==> src/spsc_defines.svh <==
`ifndef SPSC_DEFINES_SVH
`define SPSC_DEFINES_SVH
// APB byte addresses.
`define SPSC_A_CTRL 8'h00
`define SPSC_A_TMO 8'h04
`define SPSC_A_BEEP 8'h08
`define SPSC_A_CMD 8'h0C
`define SPSC_A_STAT 8'h10
`define SPSC_A_ERR 8'h14
`define SPSC_A_TPER 8'h18
// Field positions.
`define SPSC_CTRL_RST 3
`define SPSC_CMD_TONE 0
`define SPSC_CMD_VOL 1
`define SPSC_CMD_TEST 2
`define SPSC_ST_ERR 9
// Synchroniser lanes.
`define SPSC_P_MOT 0
`define SPSC_P_BTN 1
`define SPSC_P_ZU 2
`define SPSC_P_ZR 3
// Reset and default values.
`define SPSC_TMO_DEF 16'h0384
`define SPSC_TPER_DEF 16'h0E10
`define SPSC_TONE_DEF 3'h3
`define SPSC_VOL_DEF 2'h2
`define SPSC_CAL_PTS 3'h5
// Times: clock period and one millisecond in ns.
`define SPSC_CLK_NS 4
`define SPSC_MS_NS 1000000
// Times in milliseconds or seconds.
`define SPSC_MS_PER_S 10'h3E8
`define SPSC_LONG_MS 12'hBB8
`define SPSC_BLINK_MS 12'h1F4
`define SPSC_TONE_MS 12'h064
`define SPSC_GAP_MS 12'h12C
`define SPSC_DUAL_S 16'h0708
`endif

==> src/spsc_pkg.sv <==
package spsc_pkg;
  typedef struct packed {
    logic psel;
    logic penable;
    logic pwrite;
    logic [7:0] paddr;
    logic [31:0] pwdata;
  } spsc_apb_t;
  typedef enum logic [2:0] {
    PS_START = 3'h0, PS_RUN = 3'h1, PS_BLINK = 3'h2,
    PS_LOFF = 3'h3, PS_ALLOFF = 3'h4
  } spsc_ps_t;
  typedef enum logic [2:0] {
    BP_IDLE = 3'h0, BP_NEW = 3'h1, BP_GAP = 3'h2,
    BP_C1 = 3'h3, BP_SP = 3'h4, BP_C2 = 3'h5
  } spsc_bp_t;
  typedef enum logic [2:0] {
    MD_BLINK = 3'h1, MD_LOFF = 3'h2, MD_LMOFF = 3'h3,
    MD_DUAL1 = 3'h4, MD_DUAL2 = 3'h5
  } spsc_mode_t;
endpackage

==> src/spsc_top.sv <==
// Chosen here: the register addresses and the APB slave port.
`timescale 1ns/1ps
`default_nettype none
`include "spsc_defines.svh"
module spsc_top #(
  parameter int MS_CYCLES = `SPSC_MS_NS / `SPSC_CLK_NS
) (
  input wire logic clk,
  input wire logic rst_n,
  input wire spsc_pkg::spsc_apb_t apb,
  output logic pready,
  output logic [31:0] prdata,
  output logic pslverr,
  input wire logic decode_ok,
  input wire logic cal_code_ok,
  input wire logic motion_detector,
  input wire logic vol_button,
  input wire logic zero_button,
  input wire logic remote_zero_button,
  input wire logic scale_at_zero,
  input wire logic test_done,
  input wire logic test_fail,
  input wire logic [7:0] test_code,
  output logic laser_on,
  output logic motor_on,
  output logic test_start,
  output logic beep_on,
  output logic beep_error,
  output logic [2:0] beep_tone,
  output logic [1:0] beep_volume,
  output logic led_white,
  output logic led_blue,
  output logic led_amber,
  output logic zero_req,
  output logic cal_store,
  output logic [2:0] cal_point
);
  import spsc_pkg::*;

  localparam logic [19:0] MS_LAST = 20'(MS_CYCLES - 1);

  spsc_ps_t ps;
  spsc_mode_t mode;
  spsc_bp_t bp;
  spsc_bp_t next_bp;
  logic [19:0] ms_cnt;
  logic ms_tick;
  logic [9:0] ms_in_s;
  logic sec_tick;
  logic [3:0] sync1, sync2, pin_d, rise;
  logic [15:0] tmo, tper, idle_s, dual_s, per_s;
  logic [11:0] hold_ms, blk_ms, bp_ms, bp_lim;
  logic blink_ph, btn_used, cal_act, st_go, st_ph, err;
  logic bp_full_r, bp_go, bp_full, bp_err, bp_end;
  logic [7:0] err_code;
  logic wr, setup, mapped, restore;
  logic cmd_tone, cmd_vol, cmd_test;
  logic btn_lvl, btn_rise, btn_fall, mot_rise;
  logic long_hit, short_rel, activity, dual_due, per_due;
  logic st_beep, run_err;
  logic [31:0] rdata;
  spsc_ps_t sleep_state;

  // Bus strobes and command pulses.
  assign setup = apb.psel && !apb.penable;
  assign wr = apb.psel && apb.penable && apb.pwrite && pready;
  assign restore = wr && apb.paddr == `SPSC_A_CTRL &&
                   apb.pwdata[`SPSC_CTRL_RST];
  assign cmd_tone = wr && apb.paddr == `SPSC_A_CMD &&
                    apb.pwdata[`SPSC_CMD_TONE];
  assign cmd_vol = wr && apb.paddr == `SPSC_A_CMD &&
                   apb.pwdata[`SPSC_CMD_VOL];
  assign cmd_test = wr && apb.paddr == `SPSC_A_CMD &&
                    apb.pwdata[`SPSC_CMD_TEST];

  // Read mux and address decode.
  always_comb begin
    rdata = 32'h0;
    mapped = 1'b1;
    case (apb.paddr)
      `SPSC_A_CTRL: rdata = {29'h0, mode};
      `SPSC_A_TMO: rdata = {16'h0, tmo};
      `SPSC_A_BEEP: rdata = {26'h0, beep_volume, 1'b0, beep_tone};
      `SPSC_A_CMD: rdata = 32'h0;
      `SPSC_A_STAT: rdata = {22'h0, err, cal_act, cal_point, ps,
                             laser_on, motor_on};
      `SPSC_A_ERR: rdata = {24'h0, err_code};
      `SPSC_A_TPER: rdata = {16'h0, tper};
      default: mapped = 1'b0;
    endcase
  end

  // Answer every transfer in its first access cycle.
  always_ff @(posedge clk) begin
    if (!rst_n) begin
      pready <= 1'b0;
      pslverr <= 1'b0;
      prdata <= 32'h0;
    end else begin
      pready <= setup;
      pslverr <= setup && !mapped;
      prdata <= (setup && !apb.pwrite) ? rdata : 32'h0;
    end
  end

  // Millisecond and second ticks.
  always_ff @(posedge clk) begin
    if (!rst_n) begin
      ms_cnt <= 20'h0;
      ms_tick <= 1'b0;
      ms_in_s <= 10'h0;
      sec_tick <= 1'b0;
    end else begin
      ms_tick <= ms_cnt == MS_LAST;
      ms_cnt <= (ms_cnt == MS_LAST) ? 20'h0 : ms_cnt + 20'h1;
      sec_tick <= ms_tick && ms_in_s == `SPSC_MS_PER_S - 10'h1;
      if (ms_tick) begin
        ms_in_s <= (ms_in_s == `SPSC_MS_PER_S - 10'h1) ? 10'h0 :
                   ms_in_s + 10'h1;
      end
    end
  end

  // Two-stage synchronisers for the pins, then a third stage for edges.
  always_ff @(posedge clk) begin
    if (!rst_n) begin
      sync1 <= 4'h0;
      sync2 <= 4'h0;
      pin_d <= 4'h0;
    end else begin
      sync1 <= {remote_zero_button, zero_button, vol_button,
                motion_detector};
      sync2 <= sync1;
      pin_d <= sync2;
    end
  end

  assign rise = sync2 & ~pin_d;
  assign btn_lvl = sync2[`SPSC_P_BTN];
  assign btn_rise = rise[`SPSC_P_BTN];
  assign btn_fall = !sync2[`SPSC_P_BTN] && pin_d[`SPSC_P_BTN];
  assign mot_rise = rise[`SPSC_P_MOT];
  // long hold detect: the tick past three seconds.
  assign long_hit = btn_lvl && !btn_used && ms_tick &&
                    hold_ms == `SPSC_LONG_MS;
  // short press detect: release before the long mark.
  assign short_rel = btn_fall && !btn_used && ps == PS_RUN;
  assign activity = decode_ok || mot_rise || btn_rise;
  assign dual_due = dual_s >= `SPSC_DUAL_S &&
                    (mode == MD_DUAL1 || mode == MD_DUAL2);
  assign per_due = ps != PS_START && per_s >= tper;

  // Button hold time and whether this press is already consumed.
  always_ff @(posedge clk) begin
    if (!rst_n) begin
      hold_ms <= 12'h0;
      btn_used <= 1'b0;
    end else begin
      if (!btn_lvl) begin
        hold_ms <= 12'h0;
      end else if (ms_tick && hold_ms != 12'hFFF) begin
        hold_ms <= hold_ms + 12'h1;
      end
      if (btn_rise) begin
        btn_used <= ps != PS_RUN;
      end else if (long_hit) begin
        btn_used <= 1'b1;
      end
    end
  end

  // Configuration registers written over the bus.
  always_ff @(posedge clk) begin
    if (!rst_n) begin
      mode <= MD_DUAL2;
      tmo <= `SPSC_TMO_DEF;
      tper <= `SPSC_TPER_DEF;
    end else if (restore) begin
      mode <= MD_DUAL2;
      tmo <= `SPSC_TMO_DEF;
      tper <= `SPSC_TPER_DEF;
    end else if (wr) begin
      // mode select: only the five codes are kept.
      if (apb.paddr == `SPSC_A_CTRL && apb.pwdata[2:0] >= MD_BLINK &&
          apb.pwdata[2:0] <= MD_DUAL2) begin
        mode <= spsc_mode_t'(apb.pwdata[2:0]);
      end
      if (apb.paddr == `SPSC_A_TMO) begin
        tmo <= apb.pwdata[15:0];
      end
      if (apb.paddr == `SPSC_A_TPER) begin
        tper <= apb.pwdata[15:0];
      end
    end
  end

  // Tone and volume settings.
  always_ff @(posedge clk) begin
    if (!rst_n || restore) begin
      beep_tone <= `SPSC_TONE_DEF;
      beep_volume <= `SPSC_VOL_DEF;
    end else begin
      if (cmd_tone) begin
        beep_tone <= beep_tone + 3'h1;
      end else if (wr && apb.paddr == `SPSC_A_BEEP) begin
        beep_tone <= apb.pwdata[2:0];
      end
      if (cmd_vol || (short_rel && !cal_act)) begin
        beep_volume <= beep_volume + 2'h1;
      end else if (wr && apb.paddr == `SPSC_A_BEEP) begin
        beep_volume <= apb.pwdata[5:4];
      end
    end
  end

  // Sleep state that the chosen mode enters on timeout.
  always_comb begin
    unique case (mode)
      MD_BLINK, MD_DUAL1: sleep_state = PS_BLINK;
      MD_LOFF, MD_DUAL2: sleep_state = PS_LOFF;
      default: sleep_state = PS_ALLOFF;
    endcase
  end

  // Power save state machine.
  always_ff @(posedge clk) begin
    if (!rst_n) begin
      ps <= PS_START;
    end else begin
      unique case (ps)
        PS_START: if (st_ph && bp == BP_IDLE) begin
          ps <= PS_RUN;
        end
        PS_RUN: if (long_hit) begin
          ps <= PS_ALLOFF;
        end else if (!activity && idle_s >= tmo) begin
          ps <= sleep_state;
        end
        PS_BLINK: if (decode_ok || btn_rise ||
                      (mot_rise && mode == MD_DUAL1)) begin
          ps <= PS_RUN;
        end else if (dual_due) begin
          ps <= PS_ALLOFF;
        end
        PS_LOFF: if (btn_rise || mot_rise) begin
          ps <= PS_RUN;
        end else if (dual_due) begin
          ps <= PS_ALLOFF;
        end
        PS_ALLOFF: if (btn_rise || mot_rise) begin
          ps <= PS_RUN;
        end
        default: ps <= PS_RUN;
      endcase
    end
  end

  // Inactivity, dual-interval and self-test period timers in seconds.
  always_ff @(posedge clk) begin
    if (!rst_n) begin
      idle_s <= 16'h0;
      dual_s <= 16'h0;
      per_s <= 16'h0;
    end else begin
      if (ps != PS_RUN || activity) begin
        idle_s <= 16'h0;
      end else if (sec_tick && idle_s != 16'hFFFF) begin
        idle_s <= idle_s + 16'h1;
      end
      if (ps == PS_RUN || ps == PS_START) begin
        dual_s <= 16'h0;
      end else if (sec_tick && dual_s != 16'hFFFF) begin
        dual_s <= dual_s + 16'h1;
      end
      if (ps == PS_START || per_due) begin
        per_s <= 16'h0;
      end else if (sec_tick && per_s != 16'hFFFF) begin
        per_s <= per_s + 16'h1;
      end
    end
  end

  // Blink phase, also used to flash the white indicator.
  always_ff @(posedge clk) begin
    if (!rst_n) begin
      blk_ms <= 12'h0;
      blink_ph <= 1'b0;
    end else if (ms_tick) begin
      if (blk_ms == `SPSC_BLINK_MS - 12'h1) begin
        blk_ms <= 12'h0;
        blink_ph <= !blink_ph;
      end else begin
        blk_ms <= blk_ms + 12'h1;
      end
    end
  end

  // Laser and motor drive.
  always_ff @(posedge clk) begin
    if (!rst_n) begin
      laser_on <= 1'b0;
      motor_on <= 1'b0;
    end else begin
      laser_on <= ps == PS_RUN || (ps == PS_BLINK && blink_ph);
      motor_on <= ps != PS_ALLOFF;
    end
  end

  // Startup sequence and self-test results.
  assign st_beep = ps == PS_START && st_go && test_done && !st_ph;
  assign run_err = test_done && test_fail && ps != PS_START;
  always_ff @(posedge clk) begin
    if (!rst_n) begin
      st_go <= 1'b0;
      st_ph <= 1'b0;
      test_start <= 1'b0;
      err <= 1'b0;
      err_code <= 8'h0;
    end else begin
      st_go <= st_go || ps == PS_START;
      if (st_beep) begin
        st_ph <= 1'b1;
      end
      // start tests at power-up, by period or command.
      test_start <= (ps == PS_START && !st_go) || per_due || cmd_test;
      if (test_done && test_fail) begin
        err <= 1'b1;
        err_code <= test_code;
      end else if (wr && apb.paddr == `SPSC_A_STAT &&
                   apb.pwdata[`SPSC_ST_ERR]) begin
        err <= 1'b0;
      end
    end
  end

  // Beep requests, highest first.
  always_comb begin
    bp_go = 1'b0;
    bp_full = 1'b0;
    bp_err = 1'b0;
    if (st_beep) begin
      bp_go = 1'b1;
      bp_err = test_fail;
    end else if (run_err) begin
      bp_go = 1'b1;
      bp_err = 1'b1;
    end else if (cmd_tone || cmd_vol) begin
      bp_go = 1'b1;
      bp_full = 1'b1;
    end else if (short_rel) begin
      bp_go = 1'b1;
    end
  end

  // Beep sequencer: new tone, pause, two confirmations.
  always_comb begin
    bp_lim = (bp == BP_GAP) ? `SPSC_GAP_MS : `SPSC_TONE_MS;
    bp_end = ms_tick && bp_ms == bp_lim - 12'h1;
    next_bp = bp;
    unique case (bp)
      BP_IDLE: if (bp_go) next_bp = BP_NEW;
      BP_NEW: if (bp_end) next_bp = bp_full_r ? BP_GAP : BP_IDLE;
      BP_GAP: if (bp_end) next_bp = BP_C1;
      BP_C1: if (bp_end) next_bp = BP_SP;
      BP_SP: if (bp_end) next_bp = BP_C2;
      BP_C2: if (bp_end) next_bp = BP_IDLE;
      default: next_bp = BP_IDLE;
    endcase
  end

  always_ff @(posedge clk) begin
    if (!rst_n) begin
      bp <= BP_IDLE;
      bp_ms <= 12'h0;
      bp_full_r <= 1'b0;
      beep_on <= 1'b0;
      beep_error <= 1'b0;
    end else begin
      bp <= next_bp;
      bp_ms <= (bp != next_bp) ? 12'h0 : bp_ms + {11'h0, ms_tick};
      // full confirmation taken with the request.
      if (bp == BP_IDLE && bp_go) begin
        bp_full_r <= bp_full;
        beep_error <= bp_err;
      end
      beep_on <= next_bp == BP_NEW || next_bp == BP_C1 ||
                 next_bp == BP_C2;
    end
  end

  // Calibration without the remote display.
  always_ff @(posedge clk) begin
    if (!rst_n) begin
      cal_act <= 1'b0;
      cal_point <= 3'h0;
      cal_store <= 1'b0;
    end else begin
      // start on code, store a point per press.
      cal_store <= cal_act && short_rel;
      if (cal_code_ok && ps == PS_RUN && !cal_act) begin
        cal_act <= 1'b1;
        cal_point <= 3'h0;
      end else if (cal_act && short_rel) begin
        cal_point <= cal_point + 3'h1;
        cal_act <= cal_point != `SPSC_CAL_PTS - 3'h1;
      end
    end
  end

  // Indicators and scale zero request.
  always_ff @(posedge clk) begin
    if (!rst_n) begin
      led_white <= 1'b0;
      led_blue <= 1'b0;
      led_amber <= 1'b0;
      zero_req <= 1'b0;
    end else begin
      // white flashes, then holds during the beep.
      led_white <= (ps == PS_START) ? (st_ph || blink_ph) :
                   (cal_act && blink_ph);
      led_blue <= ps != PS_START || st_ph;
      zero_req <= rise[`SPSC_P_ZU] || rise[`SPSC_P_ZR];
      led_amber <= scale_at_zero;
    end
  end
endmodule
`default_nettype wire

==> config.mk <==
export PLATFORM = sky130hd
export DESIGN_NAME = spsc_top
export DESIGN_NICKNAME = d
export VERILOG_FILES = /design/src/spsc_pkg.sv /design/src/spsc_top.sv
export VERILOG_INCLUDE_DIRS = /design/src
export SDC_FILE = /design/constraint.sdc
export NUM_CORES = 1
export LEC_CHECK = 0
export BUFFER_PORTS_ARGS = -buffer_cell sky130_fd_sc_hd__buf_2
export CORE_UTILIZATION = 60
export DETAILED_ROUTE_END_ITERATION = 8
export PLACE_DENSITY = 0.81
export SLEW_MARGIN = 20
export SYNTH_ARGS = -nofsm -noshare
export SYNTH_HDL_FRONTEND = slang
export SYNTH_SLANG_ARGS = --single-unit
==> constraint.sdc <==
create_clock -name clk -period 3.8 [get_ports clk]
set_input_delay 0.19 -clock clk [delete_from_list [all_inputs] [get_ports clk]]
set_output_delay 0.19 -clock clk [all_outputs]
set_load 0.1 [all_outputs]
# Yosys cells after proc, flatten, opt, wreduce, memory -nomap -nowiden
# Cells that the tools add are included.
[word_totals]
reg_bits = 236
input_bits = 62
output_inout_bits = 52
elab_cells = 247
[op_classes]
n_addsub = 12
order_cmp = 5
eq_ne = 38
n_mux = 42
n_bitwise = 3
reduce_logical = 105
[op_table]
columns = ["cell", "n"]
rows = [
  ["$pmux 16 s6", 1],
  ["$add 16x1->16 const B", 3],
  ["$ne 16x16->1 const B", 3],
  ["$logic_and 1x1->1", 47],
  ["$mux 3", 15],
  ["$ge 16x16->1", 2],
  ["$add 12x1->12 const B", 2],
  ["$eq 8x5->1 const B", 3],
  ["$logic_or 1x1->1", 21],
  ["$add 20x1->20 const B", 1],
  ["$eq 20x18->1 const B", 1],
  ["$eq 3x2->1 const B", 6],
  ["$eq 3x3->1 const B", 6],
  ["$pmux 3 s6", 1],
  ["$reduce_or 2->1", 9],
  ["$mux 1", 17],
  ["$eq 8x4->1 const B", 2],
  ["$ge 16x11->1 const B", 1],
  ["$pmux 3 s5", 1],
  ["$add 12x1->12", 1],
  ["$eq 12x12->1", 1],
  ["$eq 12x12->1 const B", 1],
  ["$eq 12x9->1 const B", 1],
  ["$eq 3x1->1 const B", 4],
  ["other kinds (29)", 55],
]

# Longest topological paths before layout
# Gate-level depths: netlist of run 1.
[depth]
ltp_word = 14
mapped_depth = 9

# Worst setup path after synthesis of run 1
# OpenSTA, ideal clock, no wires.
[synth_timing]
kind = "flip-flop to flip-flop"
startpoint = "register pready"
endpoint = "register bp_ms[10]"
setup_time_ns = 0.117
arrival_ns = 2.263
required_time_ns = 3.683
setup_slack_ns = 1.419
stages_incl_launch_ff = 8
path_buffers = 1
period_less_slack_ns = 2.381
path_cell_list = "dfxtp_1 > nand4_1 > nor4_4 > o21a_1 > nor4_1 > o21ai_1 > buf_2 > nor2_1"
[synth_between]
elab_chain_len = 11
word_cells_on_any_way = 12
[synth_rtl]
columns = ["element", "line_no", "text"]
rows = [
  ["start: declaration", "spsc_top.sv:11", "output logic pready,"],
  ["start signal: assignment", "spsc_top.sv:100", "pready <= setup;"],
  ["$logic_and 1x1->1 *", "spsc_top.sv:66", "assign wr = apb.psel && apb.penable && apb.pwrite && pready;"],
  ["$logic_and 1x1->1 (no line) *", "-", ""],
  ["$logic_and 1x1->1, on equally long branches", "spsc_top.sv:69, spsc_top.sv:71", ""],
  ["$logic_or 1x1->1 *", "spsc_top.sv:347", "end else if (cmd_tone || cmd_vol) begin"],
  ["$mux 1 *", "spsc_top.sv:347", ""],
  ["$mux 1 *", "spsc_top.sv:344", "end else if (run_err) begin"],
  ["$mux 1 *", "spsc_top.sv:341", "if (st_beep) begin"],
  ["$mux 3 *", "spsc_top.sv:361", "BP_IDLE: if (bp_go) next_bp = BP_NEW;"],
  ["$pmux 3 s6 *", "spsc_top.sv:360", "unique case (bp)"],
  ["$ne 3x3->1 *", "spsc_top.sv:380", "bp_ms <= (bp != next_bp) ? 12'h0 : bp_ms + {11'h0, ms_tick};"],
  ["$reduce_or 2->1 (no line) *", "-", ""],
  ["end signal: assignment", "spsc_top.sv:380", ""],
  ["end: declaration", "spsc_top.sv:52", "logic [11:0] hold_ms, blk_ms, bp_ms, bp_lim;"],
]
# Mark *: on every way between the ends. The rest lies on a longest branch, timed or not.
# A chain may end at the register's enable or synchronous reset.

# Final worst setup path of run 1
[layout_timing]
startpoint = "register tper[9]"
endpoint = "register per_s[14]"
[layout_between]
elab_chain_len = 4
[layout_rtl]
columns = ["element", "line_no", "text"]
rows = [
  ["start: declaration", "spsc_top.sv:51", "logic [15:0] tmo, tper, idle_s, dual_s, per_s;"],
  ["start signal: assignment", "spsc_top.sv:177", "tper <= `SPSC_TPER_DEF;"],
  ["start signal: assignment", "spsc_top.sv:181", "tper <= `SPSC_TPER_DEF;"],
  ["start signal: assignment", "spsc_top.sv:192", "tper <= apb.pwdata[15:0];"],
  ["$ge 16x16->1", "spsc_top.sv:151", "assign per_due = ps != PS_START && per_s >= tper;"],
  ["$logic_and 1x1->1", "spsc_top.sv:151", ""],
  ["$logic_or 1x1->1", "spsc_top.sv:275", "if (ps == PS_START || per_due) begin"],
  ["$reduce_or 2->1 (no line)", "-", ""],
  ["end signal: assignment", "spsc_top.sv:278", "per_s <= per_s + 16'h1;"],
  ["end: declaration", "spsc_top.sv:51", ""],
]
# Every way passes these cells.

==> flow_summary.json, run 1 <==
{
  "status": "finished clean",
  "htree_levels": 1,
  "yosysWarnings": 0,
  "worst-path-max-fanout": 16,
  "ir_drop_uv": 420,
  "synth_area_leaders": "dfxtp_1 43%, nor2_1 7.0%, ha_1 5.6%",
  "syn_avg_cell_area_um2": 8.68,
  "grt_pass1_wl_um": 38500,
  "rrSetupSlack_ns": 1.06,
  "fmax_mhz": 365,
  "synth_edf_count": 0,
  "fin_setup_tns_ns": 0,
  "critPathBufInv": 1,
  "wl_met2_um": 10700,
  "core-area_um2": 16600,
  "drcViolationCount": 0,
  "overflow": 0,
  "p_comb_share_pct": 12.6,
  "power_density_nw_per_um2": 441,
  "ys_seq_area_share_pct": 42.8,
  "clk_latency_ns": 0.51,
  "rsz0062_at_grt": "no",
  "post_cts_buffers": 0,
  "fin_worst_skew_ns": 0.00830,
  "area_delta_synth_final_pct": 14.4,
  "ys_types": 74,
  "tightest_slew_ns": 1.00,
  "critPathLaunch": "tper[9]$_SDFFE_PP1P_",
  "hold_viol": 0,
  "nets": 1395,
  "r2r_end": "per_s[14]$_SDFFE_PP0P_",
  "totalWireLength_um": 23400,
  "synth_ff_type": "dfxtp_1",
  "r2r-start": "tper[9]$_SDFFE_PP1P_",
  "gp_congestion": 0.873,
  "drt_first_pass_iters": 6,
  "seqPwrFrac_pct": 46.9,
  "hpwlAfterDp_um": 16400,
  "crit_slowest_cell": "nand4_1",
  "viasPerCell": 5.70,
  "antenna_found_initial": 3,
  "critPathLaunchType": "register",
  "synthCells": 1186,
  "syn-cell-area_um2": 10300,
  "drt_iter0_markers": 518,
  "p_leak_nw": 4.57,
  "cts_tree": "done",
  "die_w_um": 133,
  "yosys.area.top_type_share_pct": 42.8,
  "io_pins": 114,
  "swShare_pct": 27.8,
  "crit_type": "reg2reg",
  "ys_ff_latch": 220,
  "p_clk_share_pct": 40.5,
  "fp-row-count": 47,
  "path_delay_family": "compound AO/OA/AOI/OAI gates",
  "track_usage_pct": 26.5,
  "p_switching_w": 0.00144,
  "yosys.area.top_type": "dfxtp_1",
  "path_cells": "inv_1, ha_1, a21o_1, a21oi_1, nor2b_1, o31ai_1, nand4_1, a211oi_1",
  "grt_pass1_vias": 8168,
  "critPathCaptureType": "register",
  "cts.clk_slew.worst_paths_ns": 0.06,
  "drt-met1-wl_um": 10300,
  "cts_sinks": 220,
  "wl_met3_um": 1420,
  "fin_crit_ns": 2.74,
  "required_ns": 4.20,
  "slew_viol_final": 0,
  "slew_headroom_pct": 31.4,
  "finalCritPeriodShare_pct": 72.1,
  "io_buffers": 81,
  "wire_per_inst_um": 15.3,
  "drv_cap": 0,
  "finalPower_w": 0.00519,
  "num_vias": 8694,
  "arrival_ns": 3.14,
  "worstSetupEndpoint": "per_s[14]$_SDFFE_PP0P_",
  "drive_above_1_share_pct": 10.4,
  "cts_root_buf": "clkbuf_16",
  "routed.top_layer": "met5",
  "cts_buffer_depth": 3,
  "path_depth": 8,
  "synth_common_cells": "220 x dfxtp_1, 191 x nor2_1, 97 x nand2_1",
  "setup_violations": 0,
  "cpPeakStageDelay_ns": 0.68,
  "synthArstFlopShare_pct": 0,
  "yosysMostFrequentCell": "dfxtp_1",
  "reg2reg_depth": 8,
  "hold_path_class": "in2reg",
  "internal_power_w": 0.00374,
  "start_util_pct": 61.8,
  "grt_max_degree": 31,
  "detail-route-antenna-nets": 0,
  "die_h_um": 133,
  "die-area_um2": 17700,
  "numCtsBuffers": 23
}
worst min path at each step:
stage,from,end,slack [ns],cells past startpoint
after floorplan,apb[2],mode[2]$_SDFFE_PP1P_,0.32,2
after global placement,pin_d[2]$_SDFF_PN0_,zero_req$_SDFF_PN0_,0.39,1
after detailed placement,remote_zero_button,sync1[3]$_SDFF_PN0_,0.40,2
after CTS,apb[40],prdata[1]$_SDFF_PN0_,0.0004,3
after global routing,apb[40],prdata[0]$_SDFF_PN0_,0.04,3
final,apb[40],prdata[1]$_SDFF_PN0_,0.02,3
power by group through the flow:
stage               sequential, W  clock, W  combinational, W
finish                    0.00243   0.00210          0.000653
global route              0.00244   0.00223          0.000698
CTS                       0.00243   0.00212          0.000651
detailed placement        0.00248         0          0.000625
global placement          0.00248         0          0.000615
floorplan                 0.00259         0          0.000368
cell usage in the layout, fill, tap and decap left out, drive strengths merged, types with 29 or more instances in the layout:
cell type / count
dfxtp: 220
nor2: 191
nand2: 97
buf: 88
nand3: 59
inv: 57
xor2: 54
a21oi: 48
ha: 46
xnor2: 38
mux2i: 36
clkbuf: 34
and3: 33
o21ai: 29
stage by stage:
stage	hold WS [ns]	cell area [µm²]	worst slack, ns	utilization, %	std cells
after floorplan	0.315	10300	1.42	-	1201
after global placement	0.394	10800	1.15	64.8	1454
after detailed placement	0.401	10800	1.08	64.8	1454
after CTS	0.000421	11800	1.05	70.7	1522
after global routing	0.0361	11800	0.702	70.7	1524
final	0.0172	11800	1.06	70.7	1524
area by class of cell:
cell class | instances | area (µm²)
repair buffers | 116 | 738
well taps | 220 | 275
fillers | 1296 | 4870
flip-flops and latches | 220 | 4400
clock inverters | 6 | 33.8
inverters | 56 | 210
diodes | 2 | 5.00
clock buffers | 34 | 667
multi-input cells | 870 | 5440
sequential cells by signal, indices dropped and copies added (netlist names), 10 cells and up:
name / count
per_s: 16
hold_ms: 12
tper: 16
ms_cnt: 20
idle_s: 16
blk_ms: 12
tmo: 16
dual_s: 16
ms_in_s: 10
bp_ms: 12
prdata: 16
timing repair:
action / 4_1_cts / 5_1_grt
resized for setup: 0 / 0
endpoints found under the hold margin: 38 / 0
hold buffers: 28 / 0
routing by layer:
metal	vias to the layer above	GRT usage, %
met3	63	4.48
li1	4303	-
met4	2	10.9
met5	-	0
met1	4046	33.4
met2	280	44.7
worst reg2reg max path, delay by kind of cell, from the launching register on:
kind	cells	cell delay (ns)
adder cells (fa/ha/maj)	1	0.33
flip-flops	1	0.33
buffers and inverters	1	0.10
AO/OA/AOI/OAI	4	1.15
AND/OR/NAND/NOR	2	0.74
cells by family after synthesis:
group | share of synthesized area (%)
other | 0.0364
adders and majority gates | 5.59
DFF | 42.8
buffers and inverters | 4.94
xor gates and xnor gates | 7.83
muxes | 3.61
AOI/OAI and AO/OA | 10.8
and+or+nand+nor | 24.4
No activity file was read; power rests on OpenSTA's default activity.
==> run 2: changes to the inputs <==
CORE_UTILIZATION = 59   (was 60)
PLACE_DENSITY = 0.8   (was 0.81)
clock period = 2.8 ns   (was 3.8 ns; I/O delays follow)
==> run 2 against run 1 <==
- total power increased by 41%
- final cell count up 1.9%
- global-route usage grew 1.2 points
- non-clock buffer count rose by 28
- clock power is 47% higher
- largest cell class unchanged
==> flow_summary.json, run 2 (synthesis results as in run 1) <==
{
  "status": "finished clean",
  "fin_cells": 1553,
  "cts_resized": 0,
  "wire_per_inst_um": 15.8,
  "regMostFlops": "ms_cnt",
  "track_usage_pct": 27.7,
  "dp.cells": 1467,
  "grt_pass1_vias": 8605,
  "cpPeakStageDelay_ns": 0.58,
  "min_from": "apb[1]",
  "die-area_um2": 18000,
  "crit_slowest_cell": "nor3b_1",
  "cts_sinks": 220,
  "most-common-layout-cells": "220 x dfxtp_1, 191 x nor2_1, 97 x nand2_1, 81 x buf_2, 59 x nand3_1",
  "hpwlAfterDp_um": 16800,
  "hold_path_class": "in2reg",
  "drv_cap": 0,
  "path_cells": "nor3b_1, nand3_1, o2bb2ai_1, a21oi_1, o21a_1, o21ai_0",
  "fmax_mhz": 453,
  "ir_drop_uv": 511,
  "power_density_nw_per_um2": 607,
  "stdcell_area_um2": 12100,
  "fillers": 1269,
  "worst-path-max-fanout": 5,
  "grt_pass1_wl_um": 40600,
  "drive_above_1_share_pct": 11.4,
  "final-seq-area_um2": 4400,
  "detail-route-antenna-nets": 0,
  "cts.clk_slew.worst_paths_ns": 0.06,
  "rrSetupSlack_ns": 0.59,
  "die_w_um": 134,
  "gp_congestion": 0.852,
  "totalWireLength_um": 24600,
  "tightest_slew_ns": 0.682,
  "htree_levels": 1,
  "io_pins": 114,
  "numCtsBuffers": 23,
  "drt_first_pass_iters": 6,
  "slew_headroom_pct": 54.4,
  "placed_area_um2": 10900,
  "mostFrequentLayoutCell": "dfxtp_1",
  "arrival_ns": 2.63,
  "nets": 1423,
  "start_util_pct": 61.2,
  "setup_violations": 0,
  "reg2reg_depth": 6,
  "hold_viol": 0,
  "fp-row-count": 47,
  "critPathLaunchType": "register",
  "cts_buffer_depth": 3,
  "core-area_um2": 16800,
  "cts_root_buf": "clkbuf_16",
  "viasPerCell": 5.73,
  "clk_latency_ns": 0.52,
  "required_ns": 3.23,
  "crit_type": "reg2reg",
  "fin_setup_tns_ns": 0,
  "antenna_found_initial": 3,
  "die_h_um": 134,
  "finalPower_w": 0.00734,
  "multiInputGateArea_um2": 5440,
  "p_leak_nw": 4.72,
  "num_vias": 8906,
  "slew_viol_final": 0,
  "drcViolationCount": 0,
  "holdPathStages": 3,
  "largest_reg_flops": 20,
  "finalCritPeriodShare_pct": 78.8,
  "grt_max_degree": 28,
  "critPathCaptureType": "register",
  "hold_end": "mode[1]$_SDFFE_PP0P_",
  "cts_tree": "done",
  "overflow": 0,
  "fin_crit_ns": 2.21,
  "fin_worst_skew_ns": 0.0168,
  "io_buffers": 81,
  "area_delta_synth_final_pct": 17.4,
  "drt_iter0_markers": 605,
  "r2r_end": "beep_volume[1]$_SDFFE_PP1P_",
  "rsz0062_at_grt": "no",
  "r2r-start": "ps[0]$_SDFFE_PN0P_"
}
==> run 2: cell count changes in the layout (fill, tap and decap cells not counted), moves of 2 or more <==
cell,before,now
dlygate4sd3_1,28,43
buf_4,7,20
bufinv_16,0,3
clkbuf_1,6,4
clkbuf_8,5,3
==> run 2: how the worst max path moves through the flow <==
| stage | from | end | slack [ns] |
|---|---|---|---|
| final | ps[0]$_SDFFE_PN0P_ | beep_volume[1]$_SDFFE_PP1P_ | 0.59 |
| after global routing | ps[0]$_SDFFE_PN0P_ | beep_volume[1]$_SDFFE_PP1P_ | 0.44 |
| after CTS | pready$_SDFF_PN0_ | beep_tone[1]$_SDFFE_PP1P_ | 0.65 |
| after detailed placement | apb[37] | prdata[5]$_SDFF_PN0_ | 0.47 |
| after global placement | apb[37] | prdata[4]$_SDFF_PN0_ | 0.52 |
| after floorplan | pready$_SDFF_PN0_ | bp_ms[10]$_SDFF_PP0_ | 0.42 |
==> run 2: cell type report <==
type / count / share of cell area, %
diodes: 3 / 0.0621
clock buffers: 30 / 5.23
clock inverters: 10 / 1.07
well taps: 220 / 2.28
multi-input cells: 870 / 45.0
inverters: 56 / 1.74
flip-flops and latches: 220 / 36.5
repair buffers: 144 / 8.16
==> run 2: per-stage QoR <==
stage | hold slack (ns) | util, % | setup slack (ns)
after floorplan | 0.265 | - | 0.419
after global placement | 0.348 | 64.7 | 0.521
after detailed placement | 0.351 | 64.7 | 0.473
after CTS | 0.0276 | 71.8 | 0.651
after global routing | 0.0674 | 71.8 | 0.439
final | 0.0464 | 71.8 | 0.593
==> run 2: routing by layer <==
metal  wire [µm]  share of wire (%)  global-route usage (%)  vias up
li1            -                  -                       -     4362
met1       10300                 42                    33.7     4190
met2       12100                 49                    48.9      287
met3        1350                5.5                    3.82       67
met4         852                3.5                    11.7        0
met5           0                  0                       0        -
==> run 2: worst max-delay path: cells and delay by family (launching register included) <==
| family | cells | cell delay [ns] |
|---|---|---|
| and+or+nand+nor | 2 | 0.96 |
| AOI/OAI and AO/OA | 4 | 0.82 |
| DFF | 1 | 0.33 |
==> run 2: report_power, final <==
group	total (W)	leakage (nW)	internal (W)	switching, W
clock network	0.00309	0.380	0.00186	0.00123
logic	0.000991	2.56	0.000294	0.000697
registers	0.00326	1.78	0.00320	0.0000514
==> run 2: timing repair <==
item                                   CTS  global route
endpoints found under the hold margin   53             0
hold buffers                            43             0
setup buffers                            0             0
